===== config.mk =====
export PLATFORM = sky130hd
export DESIGN_NAME = bccp_top
export DESIGN_NICKNAME = d
export VERILOG_FILES = /design/src/hw/bccp_pkg.sv /design/src/hw/bccp_protect.sv /design/src/hw/bccp_top.sv
export SDC_FILE = /design/constraint.sdc
export NUM_CORES = 1
export LEC_CHECK = 0
export BUFFER_PORTS_ARGS = -buffer_cell sky130_fd_sc_hd__buf_2
export CAP_MARGIN = 20
export CORE_MARGIN = 2
export CORE_UTILIZATION = 35
export DETAILED_ROUTE_END_ITERATION = 8
export GPL_ROUTABILITY_DRIVEN = 1
export PLACE_DENSITY_LB_ADDON = 0.15
export REMOVE_ABC_BUFFERS = 1
export SLEW_MARGIN = 10
export SYNTH_ARGS = -nofsm -noshare
export SYNTH_HDL_FRONTEND = slang
export SYNTH_SLANG_ARGS = --single-unit

===== constraint.sdc =====
create_clock -name aclk -period 4.2 [get_ports aclk]
set_input_delay 1.05 -clock aclk [delete_from_list [all_inputs] [get_ports aclk]]
set_output_delay 1.05 -clock aclk [all_outputs]
set_load 0.01 [all_outputs]

===== src/hw/bccp_pkg.sv =====
package bccp_pkg;
  // ---------------------------------------------------------------------------
  // clock and timing
  // ---------------------------------------------------------------------------
  localparam int CLK_HZ = 25000000;               // system clock rate
  localparam int MIN_ON_NS = 1500;                // least conduction time
  localparam int MIN_ON_CYC = (MIN_ON_NS * (CLK_HZ / 1000000) + 999) / 1000;
  localparam int DT_NS = 1000;                    // guard time between switches
  localparam int DT_CYC = (DT_NS * (CLK_HZ / 1000000) + 999) / 1000;
  localparam int BLANK_NS = 1000;                 // comparator mask interval
  localparam int BLANK_CYC = (BLANK_NS * (CLK_HZ / 1000000) + 999) / 1000;
  localparam int OFF_NS = 5600;                   // default off-timer length
  localparam int OFF_CYC = (OFF_NS * (CLK_HZ / 1000000) + 999) / 1000;
  localparam int OCD_ON_CYC = 2;                  // detector assert delay
  localparam int OCD_OFF_CYC = 2;                 // detector release delay
  localparam int EN_OFF_CYC = 2;                  // enable-off delay
  localparam int EN_ON_CYC = 2;                   // enable-on delay

  // ---------------------------------------------------------------------------
  // register map
  // ---------------------------------------------------------------------------
  localparam logic [7:0] ADDR_CTRL = 8'h00;       // enable, drive phase
  localparam logic [7:0] ADDR_OFFT = 8'h04;       // off-timer cycles
  localparam logic [7:0] ADDR_DT = 8'h08;         // guard time cycles
  localparam logic [7:0] ADDR_BLANK = 8'h0c;      // mask cycles
  localparam logic [7:0] ADDR_MINON = 8'h10;      // least on cycles
  localparam logic [7:0] ADDR_STAT = 8'h14;       // read-only status
  localparam int CTRL_SW_EN = 0;                  // software drive enable
  localparam int CTRL_HI_LSB = 4;                 // high leg index
  localparam int CTRL_LO_LSB = 6;                 // low leg index
  localparam logic [15:0] OFFT_RST = 16'(OFF_CYC);
  localparam logic [7:0] DT_RST = 8'(DT_CYC);
  localparam logic [7:0] BLANK_RST = 8'(BLANK_CYC);
  localparam logic [7:0] MINON_RST = 8'(MIN_ON_CYC);
  localparam logic [1:0] AXI_OKAY = 2'h0;
  localparam logic [1:0] AXI_SLVERR = 2'h2;

  // ---------------------------------------------------------------------------
  // types
  // ---------------------------------------------------------------------------
  typedef enum logic [2:0] {
    BCCP_OFF = 3'h0,     // all switches off
    BCCP_ON = 3'h1,      // conduction
    BCCP_DT1 = 3'h3,     // low side off, guard time
    BCCP_SYNC = 3'h2,    // synchronous rectification
    BCCP_DT2 = 3'h6      // high rectifier off, guard time
  } bccp_state_e;

  typedef struct packed {
    logic [2:0] hi;      // high-side gates
    logic [2:0] lo;      // low-side gates
  } bccp_gate_s;

  typedef struct packed {
    logic [15:0] off_cyc;
    logic [7:0] dt_cyc;
    logic [7:0] blank_cyc;
    logic [7:0] minon_cyc;
  } bccp_cfg_s;

  typedef struct packed {
    logic [7:0] awaddr;
    logic awvalid;
    logic [31:0] wdata;
    logic [3:0] wstrb;
    logic wvalid;
    logic bready;
    logic [7:0] araddr;
    logic arvalid;
    logic rready;
  } bccp_axi_req_s;

  typedef struct packed {
    logic awready;
    logic wready;
    logic [1:0] bresp;
    logic bvalid;
    logic arready;
    logic [31:0] rdata;
    logic [1:0] rresp;
    logic rvalid;
  } bccp_axi_rsp_s;
endpackage : bccp_pkg


===== src/hw/bccp_protect.sv =====
`timescale 1ns/1ps
`default_nettype none
module bccp_protect (
  input wire logic aclk,
  input wire logic aresetn,
  input wire logic ovc_12,
  input wire logic ovc_3,
  input wire logic temp_hi,
  input wire logic temp_lo,
  input wire logic any_on,
  input wire logic enable_in,
  output logic fault_n_oe,
  output logic bridge_allow,
  output logic ovt_active
);
  import bccp_pkg::*;

  // ---------------------------------------------------------------------------
  // state
  // ---------------------------------------------------------------------------
  typedef struct packed {
    logic [3:0] ocd_cnt;   // detector delay counter
    logic ocd_drv;         // detector pulling fault low
    logic overtemperature_detector;             // overtemperature latched
    logic [3:0] en_cnt;    // enable filter counter
    logic en_ok;           // enable accepted
  } bccp_prot_s;

  bccp_prot_s s_r;
  bccp_prot_s s_nxt;
  logic ocd_raw;

  // combined-current or bridge-three detection
  assign ocd_raw = ovc_12 | ovc_3;

  // next state
  always_comb begin
    s_nxt = s_r;
    if (!s_r.ocd_drv) begin
      // assert after detection delay
      if (ocd_raw) begin
        s_nxt.ocd_cnt = s_r.ocd_cnt + 4'h1;
        if (s_r.ocd_cnt == 4'(OCD_ON_CYC - 1)) begin
          s_nxt.ocd_drv = 1'b1;
          s_nxt.ocd_cnt = 4'h0;
        end
      end else begin
        s_nxt.ocd_cnt = 4'h0;
      end
    end else begin
      // release once nothing conducts and no current
      if (!ocd_raw && !any_on) begin
        s_nxt.ocd_cnt = s_r.ocd_cnt + 4'h1;
        if (s_r.ocd_cnt == 4'(OCD_OFF_CYC - 1)) begin
          s_nxt.ocd_drv = 1'b0;
          s_nxt.ocd_cnt = 4'h0;
        end
      end else begin
        s_nxt.ocd_cnt = 4'h0;
      end
    end
    // thermal hysteresis
    if (temp_hi) begin
      s_nxt.overtemperature_detector = 1'b1;
    end else if (!temp_lo) begin
      s_nxt.overtemperature_detector = 1'b0;
    end
    // enable delays in both directions
    if (enable_in != s_r.en_ok) begin
      s_nxt.en_cnt = s_r.en_cnt + 4'h1;
      if (s_r.en_ok && s_r.en_cnt == 4'(EN_OFF_CYC - 1)) begin
        s_nxt.en_ok = 1'b0;
        s_nxt.en_cnt = 4'h0;
      end else if (!s_r.en_ok && s_r.en_cnt == 4'(EN_ON_CYC - 1)) begin
        s_nxt.en_ok = 1'b1;
        s_nxt.en_cnt = 4'h0;
      end
    end else begin
      s_nxt.en_cnt = 4'h0;
    end
  end

  // register
  always_ff @(posedge aclk) begin
    if (!aresetn) begin
      s_r <= '0;
    end else begin
      s_r <= s_nxt;
    end
  end

  assign fault_n_oe = ~(s_r.ocd_drv | s_r.overtemperature_detector);
  assign bridge_allow = s_r.en_ok & ~s_r.overtemperature_detector;
  assign ovt_active = s_r.overtemperature_detector;
endmodule : bccp_protect
`default_nettype wire


===== src/hw/bccp_top.sv =====
// Overview of operation
// - every on interval lasts at least minimum time; a filtered enable loss or overtemperature ends it early
// - short on-times tolerated, off-time stays fixed
// - only two legs driven, third fully off
// - off interval starts by dropping low side
// - after guard time, high side rectifies
// - off-timer end: high off, guard, low on
// - early trip waits for minimum on-time
// - overcurrent from bridges one+two or three
// - after detect delay, pull fault low
// - enable low switches all off after delay
// - idle bridge releases fault after delay
// - enable high resumes after delay
// - overtemperature forces fault and shutdown
// - release below lower threshold, then restart
// - current over reference starts off interval
// - comparator ignored during blanking after turn-on
//
// The register addresses and the AXI4-Lite slave port were decided locally.
`timescale 1ns/1ps
`default_nettype none
module bccp_top (
  input wire logic aclk,
  input wire logic aresetn,
  input wire bccp_pkg::bccp_axi_req_s axi_req,
  output bccp_pkg::bccp_axi_rsp_s axi_rsp,
  input wire logic sense_trip,
  input wire logic ovc_12,
  input wire logic ovc_3,
  input wire logic temp_hi,
  input wire logic temp_lo,
  input wire logic enable_in,
  output bccp_pkg::bccp_gate_s gates,
  output logic fault_open_drain_output_o,
  output logic fault_open_drain_output_oe
);
  import bccp_pkg::*;

  // ---------------------------------------------------------------------------
  // state
  // ---------------------------------------------------------------------------
  typedef struct packed {
    bccp_state_e st;         // chopper state
    logic [15:0] cnt;        // interval counter
    logic [7:0] on_cnt;      // on-time counter
    logic trip_pend;         // trip seen before minimum
    bccp_gate_s g;           // gate outputs
    logic sw_en;             // software enable
    logic [1:0] hi_leg;      // high leg select
    logic [1:0] lo_leg;      // low leg select
    bccp_cfg_s cfg;          // interval lengths
    logic aw_got;            // write address held
    logic w_got;             // write data held
    logic [7:0] aw_addr;
    logic [31:0] w_data;
    logic [3:0] w_strb;
    bccp_axi_rsp_s rsp;      // bus outputs
    logic [7:0] trips;       // chop cycle count
  } bccp_top_s;

  bccp_top_s s_r;
  bccp_top_s s_nxt;
  logic allow;
  logic fault_oe;
  logic overtemperature_detector;
  logic any_on;
  logic run;
  logic [31:0] wmask;
  logic [31:0] rd;

  // ---------------------------------------------------------------------------
  // protection
  // ---------------------------------------------------------------------------
  bccp_protect u_prot (
    .aclk(aclk),
    .aresetn(aresetn),
    .ovc_12(ovc_12),
    .ovc_3(ovc_3),
    .temp_hi(temp_hi),
    .temp_lo(temp_lo),
    .any_on(any_on),
    .enable_in(enable_in),
    .fault_n_oe(fault_oe),
    .bridge_allow(allow),
    .ovt_active(overtemperature_detector)
  );

  assign any_on = |{s_r.g.hi, s_r.g.lo};
  // legs must differ for a valid drive
  assign run = allow & s_r.sw_en & (s_r.hi_leg != s_r.lo_leg) & (s_r.hi_leg != 2'h3) & (s_r.lo_leg != 2'h3);

  // byte-lane mask
  always_comb begin
    for (int i = 0; i < 4; i++) begin
      wmask[i*8 +: 8] = {8{s_r.w_strb[i]}};
    end
  end

  // read data mux
  always_comb begin
    rd = 32'h0;
    unique case (axi_req.araddr)
      ADDR_CTRL: begin
        rd[CTRL_SW_EN] = s_r.sw_en;
        rd[CTRL_HI_LSB +: 2] = s_r.hi_leg;
        rd[CTRL_LO_LSB +: 2] = s_r.lo_leg;
      end
      ADDR_OFFT: rd[15:0] = s_r.cfg.off_cyc;
      ADDR_DT: rd[7:0] = s_r.cfg.dt_cyc;
      ADDR_BLANK: rd[7:0] = s_r.cfg.blank_cyc;
      ADDR_MINON: rd[7:0] = s_r.cfg.minon_cyc;
      ADDR_STAT: rd = {16'h0, s_r.trips, 1'b0, overtemperature_detector, ~fault_oe, allow, 1'b0, s_r.st};
      default: rd = 32'h0;
    endcase
  end

  // ---------------------------------------------------------------------------
  // next state
  // ---------------------------------------------------------------------------
  always_comb begin
    logic [31:0] nv;
    nv = 32'h0;
    s_nxt = s_r;
    // bus handshakes
    s_nxt.rsp.awready = 1'b0;
    s_nxt.rsp.wready = 1'b0;
    s_nxt.rsp.arready = 1'b0;
    if (axi_req.awvalid && !s_r.aw_got && !s_r.rsp.awready && !s_r.rsp.bvalid) begin
      s_nxt.rsp.awready = 1'b1;
      s_nxt.aw_got = 1'b1;
      s_nxt.aw_addr = axi_req.awaddr;
    end
    if (axi_req.wvalid && !s_r.w_got && !s_r.rsp.wready && !s_r.rsp.bvalid) begin
      s_nxt.rsp.wready = 1'b1;
      s_nxt.w_got = 1'b1;
      s_nxt.w_data = axi_req.wdata;
      s_nxt.w_strb = axi_req.wstrb;
    end
    if (s_r.aw_got && s_r.w_got && !s_r.rsp.bvalid) begin
      s_nxt.aw_got = 1'b0;
      s_nxt.w_got = 1'b0;
      s_nxt.rsp.bvalid = 1'b1;
      s_nxt.rsp.bresp = AXI_OKAY;
      unique case (s_r.aw_addr)
        ADDR_CTRL: begin
          nv = ({24'h0, s_r.lo_leg, s_r.hi_leg, 3'h0, s_r.sw_en} & ~wmask) | (s_r.w_data & wmask);
          s_nxt.sw_en = nv[CTRL_SW_EN];
          s_nxt.hi_leg = nv[CTRL_HI_LSB +: 2];
          s_nxt.lo_leg = nv[CTRL_LO_LSB +: 2];
        end
        ADDR_OFFT: begin
          nv = ({16'h0, s_r.cfg.off_cyc} & ~wmask) | (s_r.w_data & wmask);
          s_nxt.cfg.off_cyc = nv[15:0];
        end
        ADDR_DT: begin
          nv = ({24'h0, s_r.cfg.dt_cyc} & ~wmask) | (s_r.w_data & wmask);
          s_nxt.cfg.dt_cyc = nv[7:0];
        end
        ADDR_BLANK: begin
          nv = ({24'h0, s_r.cfg.blank_cyc} & ~wmask) | (s_r.w_data & wmask);
          s_nxt.cfg.blank_cyc = nv[7:0];
        end
        ADDR_MINON: begin
          nv = ({24'h0, s_r.cfg.minon_cyc} & ~wmask) | (s_r.w_data & wmask);
          s_nxt.cfg.minon_cyc = nv[7:0];
        end
        ADDR_STAT: s_nxt.rsp.bresp = AXI_OKAY;
        default: s_nxt.rsp.bresp = AXI_SLVERR;
      endcase
    end
    if (s_r.rsp.bvalid && axi_req.bready) begin
      s_nxt.rsp.bvalid = 1'b0;
    end
    if (axi_req.arvalid && !s_r.rsp.rvalid && !s_r.rsp.arready) begin
      s_nxt.rsp.arready = 1'b1;
      s_nxt.rsp.rvalid = 1'b1;
      s_nxt.rsp.rdata = rd;
      s_nxt.rsp.rresp = (axi_req.araddr > ADDR_STAT || axi_req.araddr[1:0] != 2'h0) ? AXI_SLVERR : AXI_OKAY;
    end
    if (s_r.rsp.rvalid && axi_req.rready) begin
      s_nxt.rsp.rvalid = 1'b0;
    end

    // chopper sequence
    s_nxt.cnt = s_r.cnt + 16'h1;
    if (s_r.on_cnt != 8'hff) begin
      s_nxt.on_cnt = s_r.on_cnt + 8'h1;
    end
    s_nxt.g = '0;
    if (!run) begin
      // disabled or faulted: every switch off
      s_nxt.st = BCCP_OFF;
      s_nxt.cnt = 16'h0;
      s_nxt.trip_pend = 1'b0;
    end else begin
      unique case (s_r.st)
        BCCP_OFF: begin
          // restart conduction
          s_nxt.st = BCCP_ON;
          s_nxt.cnt = 16'h0;
          s_nxt.on_cnt = 8'h0;
          s_nxt.trip_pend = 1'b0;
          s_nxt.g.hi[s_r.hi_leg] = 1'b1;
          s_nxt.g.lo[s_r.lo_leg] = 1'b1;
        end
        BCCP_ON: begin
          s_nxt.g.hi[s_r.hi_leg] = 1'b1;
          s_nxt.g.lo[s_r.lo_leg] = 1'b1;
          // trip after blanking, remembered until minimum
          if (sense_trip && s_r.on_cnt >= s_r.cfg.blank_cyc) begin
            s_nxt.trip_pend = 1'b1;
          end
          if ((s_r.trip_pend || (sense_trip && s_r.on_cnt >= s_r.cfg.blank_cyc))
              && s_r.on_cnt + 8'h1 >= s_r.cfg.minon_cyc) begin
            s_nxt.st = BCCP_DT1;
            s_nxt.g.lo = 3'h0;
            s_nxt.cnt = 16'h0;
            s_nxt.trip_pend = 1'b0;
            s_nxt.trips = s_r.trips + 8'h1;
          end
        end
        BCCP_DT1: begin
          // high side alone, current in upper half
          s_nxt.g.hi[s_r.hi_leg] = 1'b1;
          if (s_r.cnt + 16'h1 >= {8'h0, s_r.cfg.dt_cyc}) begin
            s_nxt.st = BCCP_SYNC;
            s_nxt.g.hi[s_r.lo_leg] = 1'b1;
            s_nxt.cnt = 16'h0;
          end
        end
        BCCP_SYNC: begin
          s_nxt.g.hi[s_r.hi_leg] = 1'b1;
          s_nxt.g.hi[s_r.lo_leg] = 1'b1;
          // off-timer runs from low-side turn-off; time stays fixed even with short on
          if (s_r.cnt + {8'h0, s_r.cfg.dt_cyc} + 16'h1 >= s_r.cfg.off_cyc) begin
            s_nxt.st = BCCP_DT2;
            s_nxt.g.hi[s_r.lo_leg] = 1'b0;
            s_nxt.cnt = 16'h0;
          end
        end
        BCCP_DT2: begin
          s_nxt.g.hi[s_r.hi_leg] = 1'b1;
          if (s_r.cnt + 16'h1 >= {8'h0, s_r.cfg.dt_cyc}) begin
            s_nxt.st = BCCP_ON;
            s_nxt.g.lo[s_r.lo_leg] = 1'b1;
            s_nxt.on_cnt = 8'h0;
            s_nxt.cnt = 16'h0;
          end
        end
        default: s_nxt.st = BCCP_OFF;
      endcase
    end
  end

  // ---------------------------------------------------------------------------
  // register
  // ---------------------------------------------------------------------------
  always_ff @(posedge aclk) begin
    if (!aresetn) begin
      s_r <= '0;
      s_r.st <= BCCP_OFF;
      s_r.cfg.off_cyc <= OFFT_RST;
      s_r.cfg.dt_cyc <= DT_RST;
      s_r.cfg.blank_cyc <= BLANK_RST;
      s_r.cfg.minon_cyc <= MINON_RST;
    end else begin
      s_r <= s_nxt;
    end
  end

  // fault pin registered through protect block
  logic fault_oe_r;
  always_ff @(posedge aclk) begin
    if (!aresetn) begin
      fault_oe_r <= 1'b1;
    end else begin
      fault_oe_r <= fault_oe;
    end
  end

  assign gates = s_r.g;
  assign axi_rsp = s_r.rsp;
  assign fault_open_drain_output_o = 1'b0;
  assign fault_open_drain_output_oe = fault_oe_r;
endmodule : bccp_top
`default_nettype wire


[After elaboration in Yosys (flattened, before gate mapping)]
Cells that the tools add are included.
Storage, ports and cells
  output and inout port bits: 49
  register bits after elaboration: 152
Operators by class
  bitwise gates (word level): 26
  multiplexer cells: 42
  add/sub/neg operators: 7
  $lt $le $gt $ge: 9
  reduce and logical (&&, ||, !) cells: 54
  equal/unequal tests: 27
Operators with widths (number)
  $pmux W16 S5: 1
  $mux W19: 3
  $mux W36: 1
  $add A16 B1 Y16 const B: 2
  $and A16 B16 Y16: 2
  $and A8 B8 Y8: 4
  $eq A8 B4 Y1 const B: 4
  $eq A8 B5 Y1 const B: 4
  $or A8 B8 Y8: 4
  $pmux W8 S2: 2
  $pmux W3 S5: 2
  $mux W27: 1
  $pmux W4 S6: 1
  $logic_and A1 B1 Y1: 19
  $pmux W3 S3: 2
  $add A16 B8 Y16: 1
  $add A8 B1 Y8 const B: 2
  $eq A8 B3 Y1 const B: 2
  $ge A16 B16 Y1: 1
  $ge A16 B8 Y1: 1
  $ge A8 B8 Y1: 2
  $logic_not A8 Y1: 2
  $mux W8: 2
  $not A16 Y16: 1
  39 further kinds: 99

[Longest topological paths before layout]
  depth after elaboration: 8
  depth in mapped cells: 20

[Hierarchy]
Synthesis repeated with hierarchy kept, for this count alone.
Unflattened totals
  cells, all modules: 990
  area total of the unflattened synthesis: 8290.5 um2
Modules (own cells, without submodules)
  bccp_top: cells an instance 943, area an instance 7805.0 um2, times used 1
  bccp_protect: cells an instance 47, area an instance 485.5 um2, times used 1

[Worst setup path after synthesis]
Ideal clock, no wire load.
  kind: flip-flop to flip-flop
  start point: register s_r[155] (netlist name)
  end point: register s_r[162] (netlist name)
  data arrival time: 3.636 ns
  cell stages (with the launch flop): 21
  setup slack: 0.435 ns
  clock period less this slack: 3.765 ns
  setup time: 0.129 ns
  required time: 4.071 ns
  cells stage by stage: dfxtp_1 > inv_1 > ha_1 > inv_1 > fa_1 > a21o_1 > a21oi_1 > nor2b_1 > o21a_1 > o41a_1 > nand3_1 > xnor2_1 > ha_1 > o21ai_0 > o21ai_0 > a21oi_1 > nor2_1 > o221ai_1 > a21oi_1 > buf_2 > nor3b_1
Between the ends
  word-level cells in the longest chain between the ends: 5
Ends and longest elaborated chain
  start, declared: RTL line bccp_top.sv:61  | bccp_top_s s_r;
  start signal, assigned: RTL line bccp_top.sv:267  | s_r <= s_nxt;
  $add A16 B8 Y16: RTL line bccp_top.sv:235  | if (s_r.cnt + {8'h0, s_r.cfg.dt_cyc} + 16'h1 >= s_r.cfg.off_cyc) begin
  $add A16 B1 Y16: RTL line bccp_top.sv:235
  $ge A16 B16 Y1: RTL line bccp_top.sv:235
  $mux W19: RTL line bccp_top.sv:235
  $pmux W16 S5 *: RTL line bccp_top.sv:196  | unique case (s_r.st)
Every way passes the cells marked *; elsewhere a longest branch is shown, timed or not. The select of a mux whose other input is x is not followed.
A chain may end at the register's enable or synchronous reset.

==> qor.csv <==
metric;value;unit
Final Cycle Share;0.9206;
post-layout util;0.3964;
clk sinks;150;
CP max stage delay;0.40;ns
die area;25850;um2
Flop pwr share;0.464;
Worst Hold End;s_r[65]$_SDFFE_PN0P_;
dominant cell type by area after synthesis;dfxtp_1;
endpoint type of the worst setup path;register;
sw frac;0.2552;
count of cell types in the netlist;74;
crit-path cells;inv_1 -> ha_1 -> inv_1 -> fa_1 -> a21o_1 -> a21oi_2 -> nor2b_1 -> o21a_1 -> o41a_1 -> nand3_1 -> xnor2_1 -> ha_1 -> o21ai_1 -> o21ai_0 -> a211oi_2 -> nor2_1 -> o221ai_1 -> a21oi_1 -> buf_12 -> nor3b_1;
Max FO, Critical Path;16;
EDFF count, synth;0;
count leader, synth;dfxtp_1;
core box area;24250;um2
DRT iter0 DRCs;276;
Relative slew margins;0.4929;
Power Density;337.7;nW/um2
Avg Cell Area, Syn;8.851;um2
first-pass GRT wire length;33890;um
DRT antenna net count;0;
synth cell count leaders;dfxtp_1 (150), nand2_1 (113), mux2i_1 (64);
# nets final;1131;
hold path start;s_r[65]$_SDFFE_PN0P_;
R2R Setup Slk;0.33;ns
Seq/Total Area, Yosys;0.3490;
Port Buffers;76;
final count of hold timing violations;0;
CTS tree;yes;
fillers;2484;
DR WL/cell;15.51;um
Pre-Repair DR Iteration Count;5;
Final setup viols;0;
Synth area leaders;dfxtp_1 (35%), ha_1 (8.0%), mux2i_1 (7.4%);
critical path data arrival time;4.21;ns
Static Leakage;0.004269;uW
cell family with most CP delay;compound AO/OA/AOI/OAI gates;
Syn-to-layout area delta;11.72;%
vias per cell;4.885;
synthesis-stage register bit count;150;
CTS Buffer Depth;2;
Post-Syn Area;8603;um2
H-tree levels;4;
Req. time, crit path;4.54;ns
Residual DRC;0;
clock slew at reported path FFs;0.06;ns
ant diodes;0;
clock period minus final worst setup slack;3.866;ns
P_int;2417;uW
final WL;20890;um
Peak VDD IR;232.9;uV
Post-Syn Instances;972;
Psw;828.4;uW
Fmax;258.6;MHz
Top FF cell, synth;dfxtp_1;
CTS buffer count;17;
height of the chip;160.8;um
status;complete, no violations;
Crit. path cell count;20;
CP Buf/Inv Count;3;
Worst-Margin Slew;0.7584;ns
overall routing resource usage;0.1657;
RSZ-0062 raised after global routing;no;
IO Count;114;
vias in the first global route;6449;
combinational fraction of design power;0.070;
Die X;160.8;um
Clock Latency Late Sink;0.43;ns
FP Rows;57;
largest net degree at the start of global routing;86;
starting density of the core;0.3548;
Overflow after GRT;0;
GP Congestion;0.7993;
share of cells above drive strength 1;0.1427;
TNS Setup;0;ns
Async SR Flop Fraction;0;
WHS Path Cells;2;
Synth top area share;0.3490;
max-slew violation count;0;
FF-to-FF End;s_r[156]$_SDFF_PN0_;
Yosys warning count;0;
clock network fraction of design power;0.466;
min-delay worst type;register to register;
worst-case clock skew;0.01451;ns
Max Cap Violations;0;
Crit Path Category;register to register;
Root Buffer;clkbuf_16;
Worst Setup Start Kind;register;
Worst R2R Path Depth;20;
antenna violations before repair;0;
DP Wirelength;15840;um
slowest CP cell;fa_1;
via count;6580;
[kinds of logic after synthesis]
kind of cell,count (synthesis),synth area share
adders and majority gates,56,0.08232
DFF,150,0.3490
other,1,0.0004359
muxes,67,0.07839
AOI/OAI and AO/OA,167,0.1401
and+or+nand+nor,349,0.2139
xor gates and xnor gates,44,0.04479
buffers and inverters,138,0.09104
[worst max path at each step]
stage | from | to | slack (ns)
3_5_place_dp | register | s_r[156]$_SDFF_PN0_ | 0.21
3_3_place_gp | register | s_r[156]$_SDFF_PN0_ | 0.23
2_1_floorplan | s_r[155]$_SDFF_PN0_ | s_r[156]$_SDFF_PN0_ | 0.28
5_1_grt | s_r[155]$_SDFF_PN0_ | s_r[155]$_SDFF_PN0_ | 0.01
4_1_cts | register | s_r[156]$_SDFF_PN0_ | 0.17
6_report | register | s_r[156]$_SDFF_PN0_ | 0.33
[worst register-to-register path, delay by kind of cell, from the launching register on]
family / cells / cell delay [ns]
XOR/XNOR: 1 / 0.12
adder cells (fa/ha/maj): 3 / 0.79
flip-flops: 1 / 0.31
AO/OA/AOI/OAI: 9 / 1.78
AND/OR/NAND/NOR: 4 / 0.48
buffers and inverters: 3 / 0.29
[metal layers]
| layer | vias to the layer above | wire [um] | GRT usage |
|---|---|---|---|
| li1 | 3390 | - | - |
| met1 | 3074 | 10390 | 0.2262 |
| met2 | 102 | 9685 | 0.2723 |
| met3 | 14 | 639 | 0.03202 |
| met4 | 0 | 180 | 0.03653 |
| met5 | - | 0 | 0 |
[stage by stage]
step | power (uW) | hold slack (ns) | worst slack [ns] | instance area [um2] | cells
finish | 3246 | 0.4625 | 0.3336 | 9612 | 1347
global route | 3380 | 0.4877 | 0.01161 | 9612 | 1347
detailed placement | 1772 | 0.4544 | 0.2070 | 9025 | 1315
floorplan | 1654 | 0.4334 | 0.2833 | 8085 | 901
global placement | 1770 | 0.4518 | 0.2328 | 9025 | 1315
CTS | 3285 | 0.4668 | 0.1660 | 9603 | 1347
[power groups by stage]
| stage | clock, uW | combinational (uW) | sequential [uW] |
|---|---|---|---|
| global placement | 0 | 229 | 1540 |
| floorplan | 0 | 124 | 1530 |
| detailed placement | 0 | 231 | 1540 |
| finish | 1510 | 226 | 1510 |
| global route | 1610 | 259 | 1510 |
| CTS | 1550 | 232 | 1510 |
[area by class of cell]
type / instances / area [um2] / area share
inverters: 49 / 197.7 / 0.02057
repair buffers: 90 / 523.0 / 0.05441
clock inverters: 12 / 121.4 / 0.01263
multi-input cells: 702 / 4905 / 0.5103
clock buffers: 20 / 456.7 / 0.04751
flip-flops and latches: 150 / 3003 / 0.3124
well taps: 324 / 405.4 / 0.04218
[cell usage in the layout, fill, tap and decap left out, drive strengths merged, types with 20 or more instances in the layout]
master  count
nand3      32
o21ai      34
nor2b      42
nand2     113
buf        90
nor2       47
inv        51
nor3       24
a21oi      23
ha         55
dfxtp     150
xnor2      25
clkbuf     20
a21boi     30
mux2i      64
[timing repair]
action	4_1_cts	5_1_grt
setup buffers	0	0
endpoints found under the setup margin	0	16
gates resized for setup	0	3
endpoints found under the hold margin	0	0
hold buffers	0	0
Note: power is estimated with default switching activity, not from simulation.
